`config.mk`:
```
export PLATFORM = sky130hd
export DESIGN_NAME = cof_timer
export DESIGN_NICKNAME = d
export VERILOG_FILES = /design/src/cof_pkg.sv /design/src/cof_timer.sv
export VERILOG_INCLUDE_DIRS = /design/src
export SDC_FILE = /design/constraint.sdc
export NUM_CORES = 2
export LEC_CHECK = 0
export BUFFER_PORTS_ARGS = -buffer_cell sky130_fd_sc_hd__buf_4
export CAP_MARGIN = 20
export CORE_MARGIN = 3
export CORE_UTILIZATION = 55
export CTS_CLUSTER_DIAMETER = 80
export DETAILED_ROUTE_END_ITERATION = 7
export GPL_ROUTABILITY_DRIVEN = 0
export MAX_ROUTING_LAYER = met4
export PLACE_DENSITY = 0.79
export SYNTH_ARGS = -nofsm -noshare
export SYNTH_HDL_FRONTEND = slang
export SYNTH_SLANG_ARGS = --single-unit
export TNS_END_PERCENT = 20
```
`constraint.sdc`:
```
create_clock -name pclk -period 17.5 [get_ports pclk]
set_input_delay 0.875 -clock pclk [delete_from_list [all_inputs] [get_ports pclk]]
set_output_delay 0.875 -clock pclk [all_outputs]
set_load 0.02 [all_outputs]
```
`src/cof_regs.svh`:
```
// Register offsets, fields and timing counts of the close-onto-fault timer
`ifndef COF_REGS_SVH
`define COF_REGS_SVH
`define COF_CTRL_OFS 12'h000
`define COF_RELEASE_OFS 12'h004
`define COF_STATUS_OFS 12'h008
`define COF_IRQ_STAT_OFS 12'h00C
`define COF_IRQ_EN_OFS 12'h010
`define COF_IRQ_CLR_OFS 12'h014
`define COF_CNT_INIT_OFS 12'h018
`define COF_CNT_BLOCK_OFS 12'h01C
`define COF_CNT_ACTIVE_OFS 12'h020
`define COF_CNT_TRIP_OFS 12'h024
`define COF_LOG_PTR_OFS 12'h028
`define COF_TIME_OFS 12'h02C
`define COF_LOG_BASE_OFS 12'h100
`define COF_CTRL_FORCE_EN_BIT 0
`define COF_CTRL_FORCE_LSB 1
`define COF_CTRL_SG_LSB 4
`define COF_CTRL_ONSEL_LSB 8
`define COF_CTRL_OFFSEL_LSB 12
`define COF_CTRL_CNT_CLR_BIT 16
`define COF_CTRL_RST 32'h0000_FF00
`define COF_RELEASE_RST 32'h0000_03E8
`define COF_CLK_HZ 40000000
`define COF_MS_PER_S 1000
`define COF_MS_CYCLES (`COF_CLK_HZ / `COF_MS_PER_S)
`endif

```
`src/cof_pkg.sv`:
```
// Types of the close-onto-fault timer
package cof_pkg;
    typedef enum logic [1:0] {
        COF_FORCE_NORMAL,
        COF_FORCE_BLOCKED,
        COF_FORCE_ACTIVE,
        COF_FORCE_TRIP
    } cof_force_t;
    typedef enum logic [2:0] {
        COF_COND_NORMAL,
        COF_COND_INIT,
        COF_COND_ACTIVE,
        COF_COND_TRIP,
        COF_COND_BLOCKED
    } cof_cond_t;
    // Event bit order: init, block, active, trip
    typedef logic [3:0] cof_evt_t;
endpackage

```
`src/cof_timer.sv`:
```
// Close-onto-fault arming timer with APB registers and event log
// Functional notes
// - A rising edge on activate arms the block; a held level does not.
// - While the window runs and the block input is inactive, an active function input trips at once.
// - Tripping adds no delay once armed and any start signal is active.
// - An active block input prevents the window from starting.
// - Window length is set in milliseconds and defaults to one second.
// - A new window length may be written while running and is used later.
// - Forced status blocked/active/trip applies only when enabled; forced normal shows the live condition.
// - A readable condition shows normal, init, active, trip or blocked.
// - Init, block, active and trip raise ON and OFF events, selectable.
// - Clearable counters count init, blocked, active and trip events.
// - Each active ON event is logged in a twelve-entry circular log.
// - Log records hold time, event, group, remaining and elapsed time.
// - Only binary inputs are used; no analog measurement.
//
// Added by the designer: the placing of the registers and register access over APB.
`timescale 1ns/1ps
`include "cof_regs.svh"
module cof_timer #(
    parameter int LOG_DEPTH = 12,
    parameter int MS_CYCLES = `COF_MS_CYCLES
) (
    // APB
    input wire logic pclk,
    input wire logic presetn,
    input wire logic psel,
    input wire logic penable,
    input wire logic pwrite,
    input wire logic [11:0] paddr,
    input wire logic [31:0] pwdata,
    output logic [31:0] prdata,
    output logic pready,
    output logic pslverr,
    // Relay logic, binary states only
    input wire logic activate,
    input wire logic block_in,
    input wire logic [7:0] start_in,
    output logic trip,
    output logic armed,
    output logic blocked,
    output cof_pkg::cof_cond_t condition,
    // Interrupt
    output logic irq
);
    import cof_pkg::*;
    ////////////////////////////////////////////////////////////////////////
    logic [31:0] ctrl_q;
    logic [31:0] release_q;
    logic [3:0] irq_stat_q, irq_en_q;
    logic [31:0] cnt_q [4];
    logic [31:0] ms_time_q;
    logic [$clog2(MS_CYCLES)-1:0] pre_q;
    logic ms_tick;
    logic act_q;
    logic [31:0] remain_q, elapsed_q;
    logic trip_q;
    cof_cond_t cond_q;
    cof_evt_t lvl, lvl_q, ev_on, ev_off;
    logic [31:0] log_time [LOG_DEPTH];
    logic [31:0] log_info [LOG_DEPTH];
    logic [31:0] log_rem [LOG_DEPTH];
    logic [31:0] log_act [LOG_DEPTH];
    logic [3:0] log_wp_q;
    logic [4:0] log_cnt_q;
    logic wr_en, rd_en, hit;
    logic func_in, edge_act, force_en, start_ok;
    cof_force_t force_v;
    logic [31:0] rd_d;
    // Identity code of the active event in a log record
    localparam logic [3:0] LOG_CODE_ACT = 4'h4;

    function automatic logic [3:0] wrap_inc(input logic [3:0] p);
        return (p == 4'(LOG_DEPTH - 1)) ? 4'h0 : p + 4'h1;
    endfunction

    // Register write strobe for one offset
    function automatic logic wr_at(input logic [11:0] ofs);
        return wr_en && (paddr == ofs);
    endfunction

    // One word of a log record, selected by address bits 3:2
    function automatic logic [31:0] log_word(input logic [3:0] idx,
        input logic [1:0] sel);
        case (sel)
            2'h0: return log_time[idx];
            2'h1: return log_info[idx];
            2'h2: return log_rem[idx];
            default: return log_act[idx];
        endcase
    endfunction

    assign wr_en = psel && penable && pwrite;
    assign rd_en = psel && !penable && !pwrite;
    assign pready = 1'b1;
    assign func_in = |start_in;
    assign edge_act = activate && !act_q;
    assign force_en = ctrl_q[`COF_CTRL_FORCE_EN_BIT];
    assign force_v = cof_force_t'(ctrl_q[`COF_CTRL_FORCE_LSB +: 2]);
    assign start_ok = edge_act && !block_in;
    ////////////////////////////////////////////////////////////////////////
    // Millisecond timebase, also the event time stamp
    always_ff @(posedge pclk or negedge presetn) begin
        if (!presetn) begin
            pre_q <= '0;
        end else if (ms_tick) begin
            pre_q <= '0;
        end else begin
            pre_q <= pre_q + 1'b1;
        end
    end
    // Free-running, so time stamps wrap after about seven weeks
    always_ff @(posedge pclk or negedge presetn) begin
        if (!presetn) begin
            ms_time_q <= 32'h0;
        end else if (ms_tick) begin
            ms_time_q <= ms_time_q + 32'h1;
        end
    end
    assign ms_tick = (pre_q == $bits(pre_q)'(MS_CYCLES - 1));

    always_ff @(posedge pclk or negedge presetn) begin
        if (!presetn) begin
            act_q <= 1'b0;
        end else begin
            act_q <= activate;
        end
    end
    ////////////////////////////////////////////////////////////////////////
    // Release window; length sampled at each start so a new value only
    // affects later windows
    always_ff @(posedge pclk or negedge presetn) begin
        if (!presetn) begin
            remain_q <= 32'h0;
        end else if (start_ok) begin
            remain_q <= release_q;
        end else if (ms_tick && armed) begin
            remain_q <= remain_q - 32'h1;
        end
    end
    // Elapsed time stops with the window and is kept until the next start clears it
    always_ff @(posedge pclk or negedge presetn) begin
        if (!presetn) begin
            elapsed_q <= 32'h0;
        end else if (start_ok) begin
            elapsed_q <= 32'h0;
        end else if (ms_tick && armed) begin
            elapsed_q <= elapsed_q + 32'h1;
        end
    end
    assign armed = (remain_q != 32'h0);

    // Trip is combinational on the armed state so it costs no cycle
    always_comb begin
        trip_q = armed && func_in;
        cond_q = COF_COND_NORMAL;
        if (block_in) begin
            cond_q = COF_COND_BLOCKED;
        end else if (trip_q) begin
            cond_q = COF_COND_TRIP;
        end else if (start_ok) begin
            cond_q = COF_COND_INIT;
        end else if (armed) begin
            cond_q = COF_COND_ACTIVE;
        end
        if (force_en) begin
            case (force_v)
                COF_FORCE_BLOCKED: cond_q = COF_COND_BLOCKED;
                COF_FORCE_ACTIVE: cond_q = COF_COND_ACTIVE;
                COF_FORCE_TRIP: cond_q = COF_COND_TRIP;
                default: ;
            endcase
        end
    end
    assign condition = cond_q;
    assign trip = (cond_q == COF_COND_TRIP);
    assign blocked = (cond_q == COF_COND_BLOCKED);
    ////////////////////////////////////////////////////////////////////////
    // Events
    assign lvl = {trip, cond_q == COF_COND_ACTIVE, blocked,
                  cond_q == COF_COND_INIT};
    always_ff @(posedge pclk or negedge presetn) begin
        if (!presetn) begin
            lvl_q <= 4'h0;
        end else begin
            lvl_q <= lvl;
        end
    end
    assign ev_on = lvl & ~lvl_q;
    assign ev_off = ~lvl & lvl_q;

    // Set wins over clear
    always_ff @(posedge pclk or negedge presetn) begin
        if (!presetn) begin
            irq_stat_q <= 4'h0;
        end else begin
            irq_stat_q <= (irq_stat_q & ~(wr_at(`COF_IRQ_CLR_OFS) ?
                pwdata[3:0] : 4'h0))
                | (ev_on & ctrl_q[`COF_CTRL_ONSEL_LSB +: 4])
                | (ev_off & ctrl_q[`COF_CTRL_OFFSEL_LSB +: 4]);
        end
    end
    assign irq = |(irq_stat_q & irq_en_q);

    always_ff @(posedge pclk or negedge presetn) begin
        if (!presetn) begin
            for (int i = 0; i < 4; i++) cnt_q[i] <= 32'h0;
        end else begin
            for (int i = 0; i < 4; i++) begin
                if (wr_at(`COF_CTRL_OFS) &&
                    pwdata[`COF_CTRL_CNT_CLR_BIT]) begin
                    cnt_q[i] <= ev_on[i] ? 32'h1 : 32'h0;
                end else if (ev_on[i]) begin
                    cnt_q[i] <= cnt_q[i] + 32'h1;
                end
            end
        end
    end
    ////////////////////////////////////////////////////////////////////////
    // Circular log of active ON events
    always_ff @(posedge pclk) begin
        if (ev_on[2]) begin
            log_time[log_wp_q] <= ms_time_q;
            log_info[log_wp_q] <= {24'h0, 1'b0,
                ctrl_q[`COF_CTRL_SG_LSB +: 3], LOG_CODE_ACT};
            log_rem[log_wp_q] <= remain_q;
            log_act[log_wp_q] <= elapsed_q;
        end
    end
    always_ff @(posedge pclk or negedge presetn) begin
        if (!presetn) begin
            log_wp_q <= 4'h0;
        end else if (ev_on[2]) begin
            log_wp_q <= wrap_inc(log_wp_q);
        end
    end
    // Entry count saturates once the oldest record starts to be lost
    always_ff @(posedge pclk or negedge presetn) begin
        if (!presetn) begin
            log_cnt_q <= 5'h0;
        end else if (ev_on[2] && log_cnt_q != 5'(LOG_DEPTH)) begin
            log_cnt_q <= log_cnt_q + 5'h1;
        end
    end
    ////////////////////////////////////////////////////////////////////////
    // Register writes, one block per register
    always_ff @(posedge pclk or negedge presetn) begin
        if (!presetn) begin
            ctrl_q <= `COF_CTRL_RST;
        end else if (wr_at(`COF_CTRL_OFS)) begin
            ctrl_q <= {16'h0, pwdata[15:0]};
        end
    end
    always_ff @(posedge pclk or negedge presetn) begin
        if (!presetn) begin
            release_q <= `COF_RELEASE_RST;
        end else if (wr_at(`COF_RELEASE_OFS)) begin
            release_q <= pwdata;
        end
    end
    always_ff @(posedge pclk or negedge presetn) begin
        if (!presetn) begin
            irq_en_q <= 4'h0;
        end else if (wr_at(`COF_IRQ_EN_OFS)) begin
            irq_en_q <= pwdata[3:0];
        end
    end

    always_comb begin
        hit = 1'b1;
        rd_d = 32'h0;
        case (paddr)
            `COF_CTRL_OFS: rd_d = ctrl_q;
            `COF_RELEASE_OFS: rd_d = release_q;
            `COF_STATUS_OFS: rd_d = {23'h0, armed, trip, blocked, 1'b0,
                                     2'b00, 3'(cond_q)};
            `COF_IRQ_STAT_OFS: rd_d = {28'h0, irq_stat_q};
            `COF_IRQ_EN_OFS: rd_d = {28'h0, irq_en_q};
            `COF_IRQ_CLR_OFS: rd_d = 32'h0;
            `COF_CNT_INIT_OFS: rd_d = cnt_q[0];
            `COF_CNT_BLOCK_OFS: rd_d = cnt_q[1];
            `COF_CNT_ACTIVE_OFS: rd_d = cnt_q[2];
            `COF_CNT_TRIP_OFS: rd_d = cnt_q[3];
            `COF_LOG_PTR_OFS: rd_d = {19'h0, log_cnt_q, 4'h0, log_wp_q};
            `COF_TIME_OFS: rd_d = ms_time_q;
            default: begin
                hit = 1'b0;
                if (paddr >= `COF_LOG_BASE_OFS && paddr[11:8] == 4'h1
                    && paddr[7:4] < 4'(LOG_DEPTH)) begin
                    hit = 1'b1;
                    rd_d = log_word(paddr[7:4], paddr[3:2]);
                end
            end
        endcase
    end

    // Read data captured in setup so it stands through the access phase
    always_ff @(posedge pclk or negedge presetn) begin
        if (!presetn) begin
            prdata <= 32'h0;
        end else if (rd_en) begin
            prdata <= rd_d;
        end
    end
    assign pslverr = psel && penable && !hit;
endmodule // cof_timer

```
# After elaboration in Yosys (flattened, before gate mapping)
# Memories as Yosys holds them, arrays and structs flattened.
# Index checks and enable logic that the tools add are counted.
[totals]
register_bits = 342
mem_bits_rw = 1188
input_bits = 59
output_inout_bits = 41
wordCells = 133
memories = 4
[classes]
n_addsub = 10
order_cmp = 2
eq_ne = 24
muxes = 32
bitwise = 11
reduce_logical = 33
[mem_list]
columns = ["memory", "depth", "width", "read_ports", "rd_clocked_by_memory_dff", "wr", "line", "source"]
rows = [
  ["log_act", 12, 32, 1, 0, 1, "cof_timer.sv:63", "logic [31:0] log_act [LOG_DEPTH];"],
  ["log_rem", 12, 32, 1, 0, 1, "cof_timer.sv:62", "logic [31:0] log_rem [LOG_DEPTH];"],
  ["log_time", 12, 32, 1, 0, 1, "cof_timer.sv:60", "logic [31:0] log_time [LOG_DEPTH];"],
  ["log_info", 12, 3, 1, 0, 1, "cof_timer.sv:61", "logic [31:0] log_info [LOG_DEPTH];"],
]
[op_table]
columns = ["operator", "n"]
rows = [
  ["32-bit 2-to-1 mux", 13],
  ["32-bit case mux with 12 select lines", 1],
  ["32-bit by 1-bit adder with 32-bit output (second input constant)", 6],
  ["32-bit case mux with 3 select lines", 1],
  ["12-bit by 5-bit == test with 1-bit output (second input constant)", 4],
  ["12-bit by 6-bit == test with 1-bit output (second input constant)", 4],
  ["32-bit nonzero test", 1],
  ["32-bit by 1-bit subtractor with 32-bit output (second input constant)", 1],
  ["4-bit bitwise AND", 6],
  ["12-bit by 4-bit == test with 1-bit output (second input constant)", 2],
  ["1-bit logical AND", 17],
  ["16-bit by 1-bit adder with 16-bit output (second input constant)", 1],
  ["16-bit == test (second input constant)", 1],
  ["16-bit 2-to-1 mux", 1],
  ["12-bit by 3-bit == test with 1-bit output (second input constant)", 1],
  ["12-bit by 9-bit greater-or-equal comparator with 1-bit output (second input constant)", 1],
  ["12-bit zero test", 1],
  ["4-bit inverter", 3],
  ["12-bit OR reduction", 1],
  ["2-bit nonzero test", 5],
  ["3-bit 2-to-1 mux", 3],
  ["3-bit case mux with 3 select lines", 1],
  ["1-bit 2-to-1 mux", 8],
  ["4-bit 2-to-1 mux", 2],
  ["other kinds (17)", 27],
]

# Depth between registers and ports, before layout
[depth]
ltp_word = 13
ltp_mapped = 11
ltp_nobuf = 8

# Worst setup path after synthesis
# No wires, ideal clock.
[synth_timing]
path_kind = "input port to flip-flop"
startpoint = "input port start_in[1]"
endpoint = "memory log_act[3][0], enable pin"
setup_ps = 678
arrival_time_ps = 9095
required_ps = 16822
slack_ps = 7727
cell_stages = 7
n_path_buf = 1
path_cell_list = "nor4_1 a211o_1 and4_1 a21o_1 clkbuf_1 nand2_1 nor3_1"
[synth_via]
elab_chain_len = 10
[synth_lines]
columns = ["item", "line", "source"]
rows = [
  ["start, declared", "cof_timer.sv:38", "input wire logic [7:0] start_in,"],
  ["8-bit OR reduction (*)", "cof_timer.sv:96", "assign func_in = |start_in;"],
  ["1-bit logical AND (*)", "cof_timer.sv:155", "trip_q = armed && func_in;"],
  ["3-bit 2-to-1 mux (*)", "cof_timer.sv:159", "end else if (trip_q) begin"],
  ["3-bit 2-to-1 mux (*)", "cof_timer.sv:157", "if (block_in) begin"],
  ["3-bit case mux with 3 select lines", "cof_timer.sv:167", "case (force_v)"],
  ["3-bit 2-to-1 mux (*)", "cof_timer.sv:166", "if (force_en) begin"],
  ["3-bit by 2-bit == test with 1-bit output (*)", "cof_timer.sv:180", "assign lvl = {trip, cond_q == COF_COND_ACTIVE, blocked,"],
  ["4-bit bitwise AND (*)", "cof_timer.sv:189", "assign ev_on = lvl & ~lvl_q;"],
  ["1-bit 2-to-1 mux (*)", "cof_timer.sv:222", "if (ev_on[2]) begin"],
  ["1-bit 2-to-1 mux (implied by the code) (*)", "cof_timer.sv:227", "log_act[log_wp_q] <= elapsed_q;"],
  ["end, declared", "cof_timer.sv:63", ""],
]
# Every way passes the cells marked *; elsewhere a longest branch is shown, timed or not.

# Final worst setup path
[layout_timing]
startpoint = "register remain_q[0]"
endpoint = "memory log_act[1][9], enable pin"
[layout_via]
elab_chain_len = 11
elab_cells_between_ends = 12
cone_classes = "eq/ne (1); mux (8); bitwise (1); reduce/logical (2)"
[layout_lines]
columns = ["item", "line", "source"]
rows = [
  ["start, declared", "cof_timer.sv:56", "logic [31:0] remain_q, elapsed_q;"],
  ["start signal, assigned", "cof_timer.sv:136", "remain_q <= release_q;"],
  ["start signal, assigned", "cof_timer.sv:138", "remain_q <= remain_q - 32'h1;"],
  ["32-bit nonzero test (*)", "cof_timer.sv:151", "assign armed = (remain_q != 32'h0);"],
  ["2-bit 2-to-1 mux", "cof_timer.sv:163", "end else if (armed) begin"],
  ["2-bit 2-to-1 mux", "cof_timer.sv:161", "end else if (start_ok) begin"],
  ["3-bit 2-to-1 mux (*)", "cof_timer.sv:159", ""],
  ["3-bit 2-to-1 mux (*)", "cof_timer.sv:157", ""],
  ["3-bit case mux with 3 select lines", "cof_timer.sv:167", ""],
  ["3-bit 2-to-1 mux (*)", "cof_timer.sv:166", ""],
  ["3-bit by 2-bit == test with 1-bit output (*)", "cof_timer.sv:180", ""],
  ["4-bit bitwise AND (*)", "cof_timer.sv:189", ""],
  ["1-bit 2-to-1 mux (*)", "cof_timer.sv:222", ""],
  ["1-bit 2-to-1 mux (implied by the code) (*)", "cof_timer.sv:227", ""],
]
# Marked as above.

==> flow_metrics.env <==
export IMPL_core_rowCount=124
export IMPL_grt_pass1_vias=39133
export IMPL_root_buffer="clkbuf_16"
export IMPL_synth_net_count=4065
export IMPL_critPathMostFrequentCell="buf_4"
export IMPL_crit_type="flop to flop"
export IMPL_drv_cap=1
export IMPL_ys_ff_latch=1530
export IMPL_p_leak_uw=0.02516
export IMPL_startpoint_type="flop"
export IMPL_clock_sinks=1530
export IMPL_avgRoutedWirePerCell_um=31.57
export IMPL_path_max_fanout=52
export IMPL_multiInputGateArea_um2=18820
export IMPL_fin_nets=4163
export IMPL_port_buffers=98
export IMPL_vdd_ir_drop_max_mv=0.1128
export IMPL_drive_gt1_share_pct=18.76
export IMPL_h_tree_depth=4
export IMPL_finalCritPeriodShare_pct=28.53
export IMPL_relSlewSlack_pct=-0.3375
export IMPL_coreArea_um2=115000
export IMPL_synth_ff_type="edfxtp_1"
export IMPL_power_density_nw_per_um2=111.6
export IMPL_synthDistinctLibCells=87
export IMPL_top_level_ports=100
export IMPL_violations="DRC, capacitance limit, slew limit"
export IMPL_whs_ps=237.2
export IMPL_crit_path_end_kind="flop"
export IMPL_final_max_slew_viol_count=1
export IMPL_ctsHoldBuffers=0
export IMPL_overflow=0
export IMPL_final_core_util_pct=62.07
export IMPL_cp_top_family="simple AND/OR/NAND/NOR gates"
export IMPL_die_h_um=347.1
export IMPL_n_fill_cell=7802
export IMPL_numCtsBuffers=146
export IMPL_syn_area_per_cell_um2=16.04
export IMPL_critPathMaxStageDelay_ps=970
export IMPL_syn_inst=3991
export IMPL_tightestPinTransition_ps=1467
export IMPL_area_growth_pct=11.49
export IMPL_fmax_ghz=0.2003
export IMPL_path_cells="inv_1 > ha_1 > nor4b_1 > and2_1 > nand3_2 > buf_4 > a21oi_1 > buf_4 > nor3_1 > and2_4 > buf_4"
export IMPL_finalSetupViolations=0
export IMPL_crit_arrival_ps=5350
export IMPL_wl_um=180700
export IMPL_status="finished, violations left"
export IMPL_cts_tree="done"
export IMPL_hold_viol_final=0
export IMPL_drc=19
export IMPL_grt_max_degree=164
export IMPL_ys_warn_count=0
export IMPL_path_buf_inv=4
export IMPL_synth_top_area_share_pct=55.74
export IMPL_vias=39785
export IMPL_dr_first_iter_drc_count=6335
export IMPL_start_util_pct=55.67
export IMPL_setup_ws_ps=12510
export IMPL_postRouteAntennaNets=0
export IMPL_required_ps=17850
export IMPL_clkTransAtPathRegs_ps=60
export IMPL_slowest_stage="buf_4"
export IMPL_cts_resized=0
export IMPL_pre_cts_slack_ps=12120
export IMPL_die_area_um2=120500
export IMPL_avgViaCountPerCell=6.951
export IMPL_regArea_um2=44250
export IMPL_grt_pass1_wl_um=264800
export IMPL_synth_enable_flop_cells=1188
export IMPL_cts_setup_buffers=0
export IMPL_skew_ps=27.56
export IMPL_clock_latency_ps=750
export IMPL_synth_top_area_cell="edfxtp_1"
export IMPL_hpwl_um=105200
export IMPL_netlist_area_um2=64010
export IMPL_die_w_um=347.1
export IMPL_track_usage_pct=30.87
export IMPL_setup_tns_final_ps=0
export IMPL_async_reset_ff_share_pct=22.35
export IMPL_min_path_type="input port to asynchronous set/reset pin"
export IMPL_rsz0062_at_grt="false"
export IMPL_cts_buffer_depth=3
export IMPL_dr_pass1_iters=8
export IMPL_ys_seq_area_share_pct=69.13
export IMPL_antenna_found_initial=4
export IMPL_synth_area_leaders="edfxtp_1, dfrtp_1, mux4_2, mux2i_1, nand2_1"
export IMPL_period_needed_ps=4994
[synth_stat cells, types with 10 or more instances]
cell,count
a21oi_1,144
a211oi_1,14
a22oi_1,45
inv_1,45
nand4_1,53
nor2_1,178
o211ai_1,31
and3_1,48
mux4_2,289
o221ai_1,12
dfstp_2,14
buf_2,44
o22ai_1,12
nand3_1,122
ha_1,15
a41oi_1,12
dfrtp_1,328
o21ai_0,131
a31oi_1,19
mux2i_1,159
xor2_1,54
and4_1,17
or4_1,49
a222oi_1,10
or3_1,66
edfxtp_1,1188
nor4_1,31
nand3b_1,10
nor3_1,47
and2_1,24
mux2_2,47
o31ai_1,37
clkbuf_1,123
a32oi_1,10
buf_1,36
xnor2_1,71
nand2_1,311
[power breakdown]
part	total [uW]	leakage, uW	switching [uW]	internal (uW)
clock	3250	0.00241	1370	1880
combinational	578	0.00698	367	211
sequential	4140	0.0158	114	4030
[final cells by class]
class / instances / share of cell area [%]
clock buffer: 209 / 5.939
antenna: 2 / 0.007014
multi-input combinational: 2204 / 26.38
timing repair buffer: 160 / 1.776
inverter: 47 / 0.2472
tap: 1512 / 2.651
clock inverter: 60 / 0.9889
sequential: 1530 / 62.01
[per-layer routing]
| metal | GRT usage (%) | vias up | wire (um) |
|---|---|---|---|
| met1 | 40.64 | 20188 | 64390 |
| met2 | 45.26 | 2968 | 82950 |
| met4 | 14.94 | 0 | 10360 |
| met3 | 8.004 | 593 | 23000 |
| li1 | - | 16036 | - |
| met5 | - | - | 0 |
[state kept, by name, indices dropped and copies added, names as in the netlist]
name        count
log_act       384
log_rem       384
log_time      384
cnt_q         128
log_info       36
elapsed_q      32
ms_time_q      32
prdata         32
release_q      32
remain_q       32
ctrl_q         16
pre_q          16
log_cnt_q       5
irq_en_q        4
irq_stat_q      4
log_wp_q        4
lvl_q           4
act_q           1
[layout by cell type, fill, tap and decap left out, drive strengths merged, types with 49 or more instances in the layout]
master / instances
mux4: 289
nand2: 311
o21ai: 136
clkbuf: 210
xnor2: 71
xor2: 54
or4: 49
nor2: 178
inv: 51
nor3: 49
or3: 66
a21oi: 144
dfrtp: 328
edfxtp: 1188
mux2i: 159
nand3: 123
buf: 159
nand4: 53
[stage by stage]
stage / cell area (um2) / cells / power (uW)
after CTS: 71350 / 5722 / 7963
after detailed placement: 66410 / 5453 / 4766
after global routing: 71360 / 5724 / 8153
after global placement: 66410 / 5453 / 4746
final: 71360 / 5724 / 7964
after floorplan: 64010 / 3991 / 4522
[path summary, 6_finish.rpt]
check / startpoint / to / slack, ps / depth (start not counted)
worst min-delay path: presetn / release_q[4] / 240 / 1
min in group pclk: activate / act_q / 250 / 1
worst max-delay path: remain_q[0] / log_act[1][9] / 12510 / 11
worst max register to register: remain_q[0] / log_act[1][9] / 12510 / 11
max in group asynchronous: presetn / log_cnt_q[1] / 15610 / 2
worst min register to register: ctrl_q[7] / ctrl_q[7] / 470 / 2
[cell families after synthesis]
family | count (synthesis) | synth area share (%)
DFF | 1530 | 69.13
and+or+nand+nor | 1025 | 8.267
AOI/OAI and AO/OA | 543 | 5.450
muxes | 495 | 13.48
buffers and inverters | 257 | 1.658
xor gates and xnor gates | 125 | 1.710
adders and majority gates | 15 | 0.2932
other | 1 | 0.005859
No activity file was read; power rests on OpenSTA's default activity.
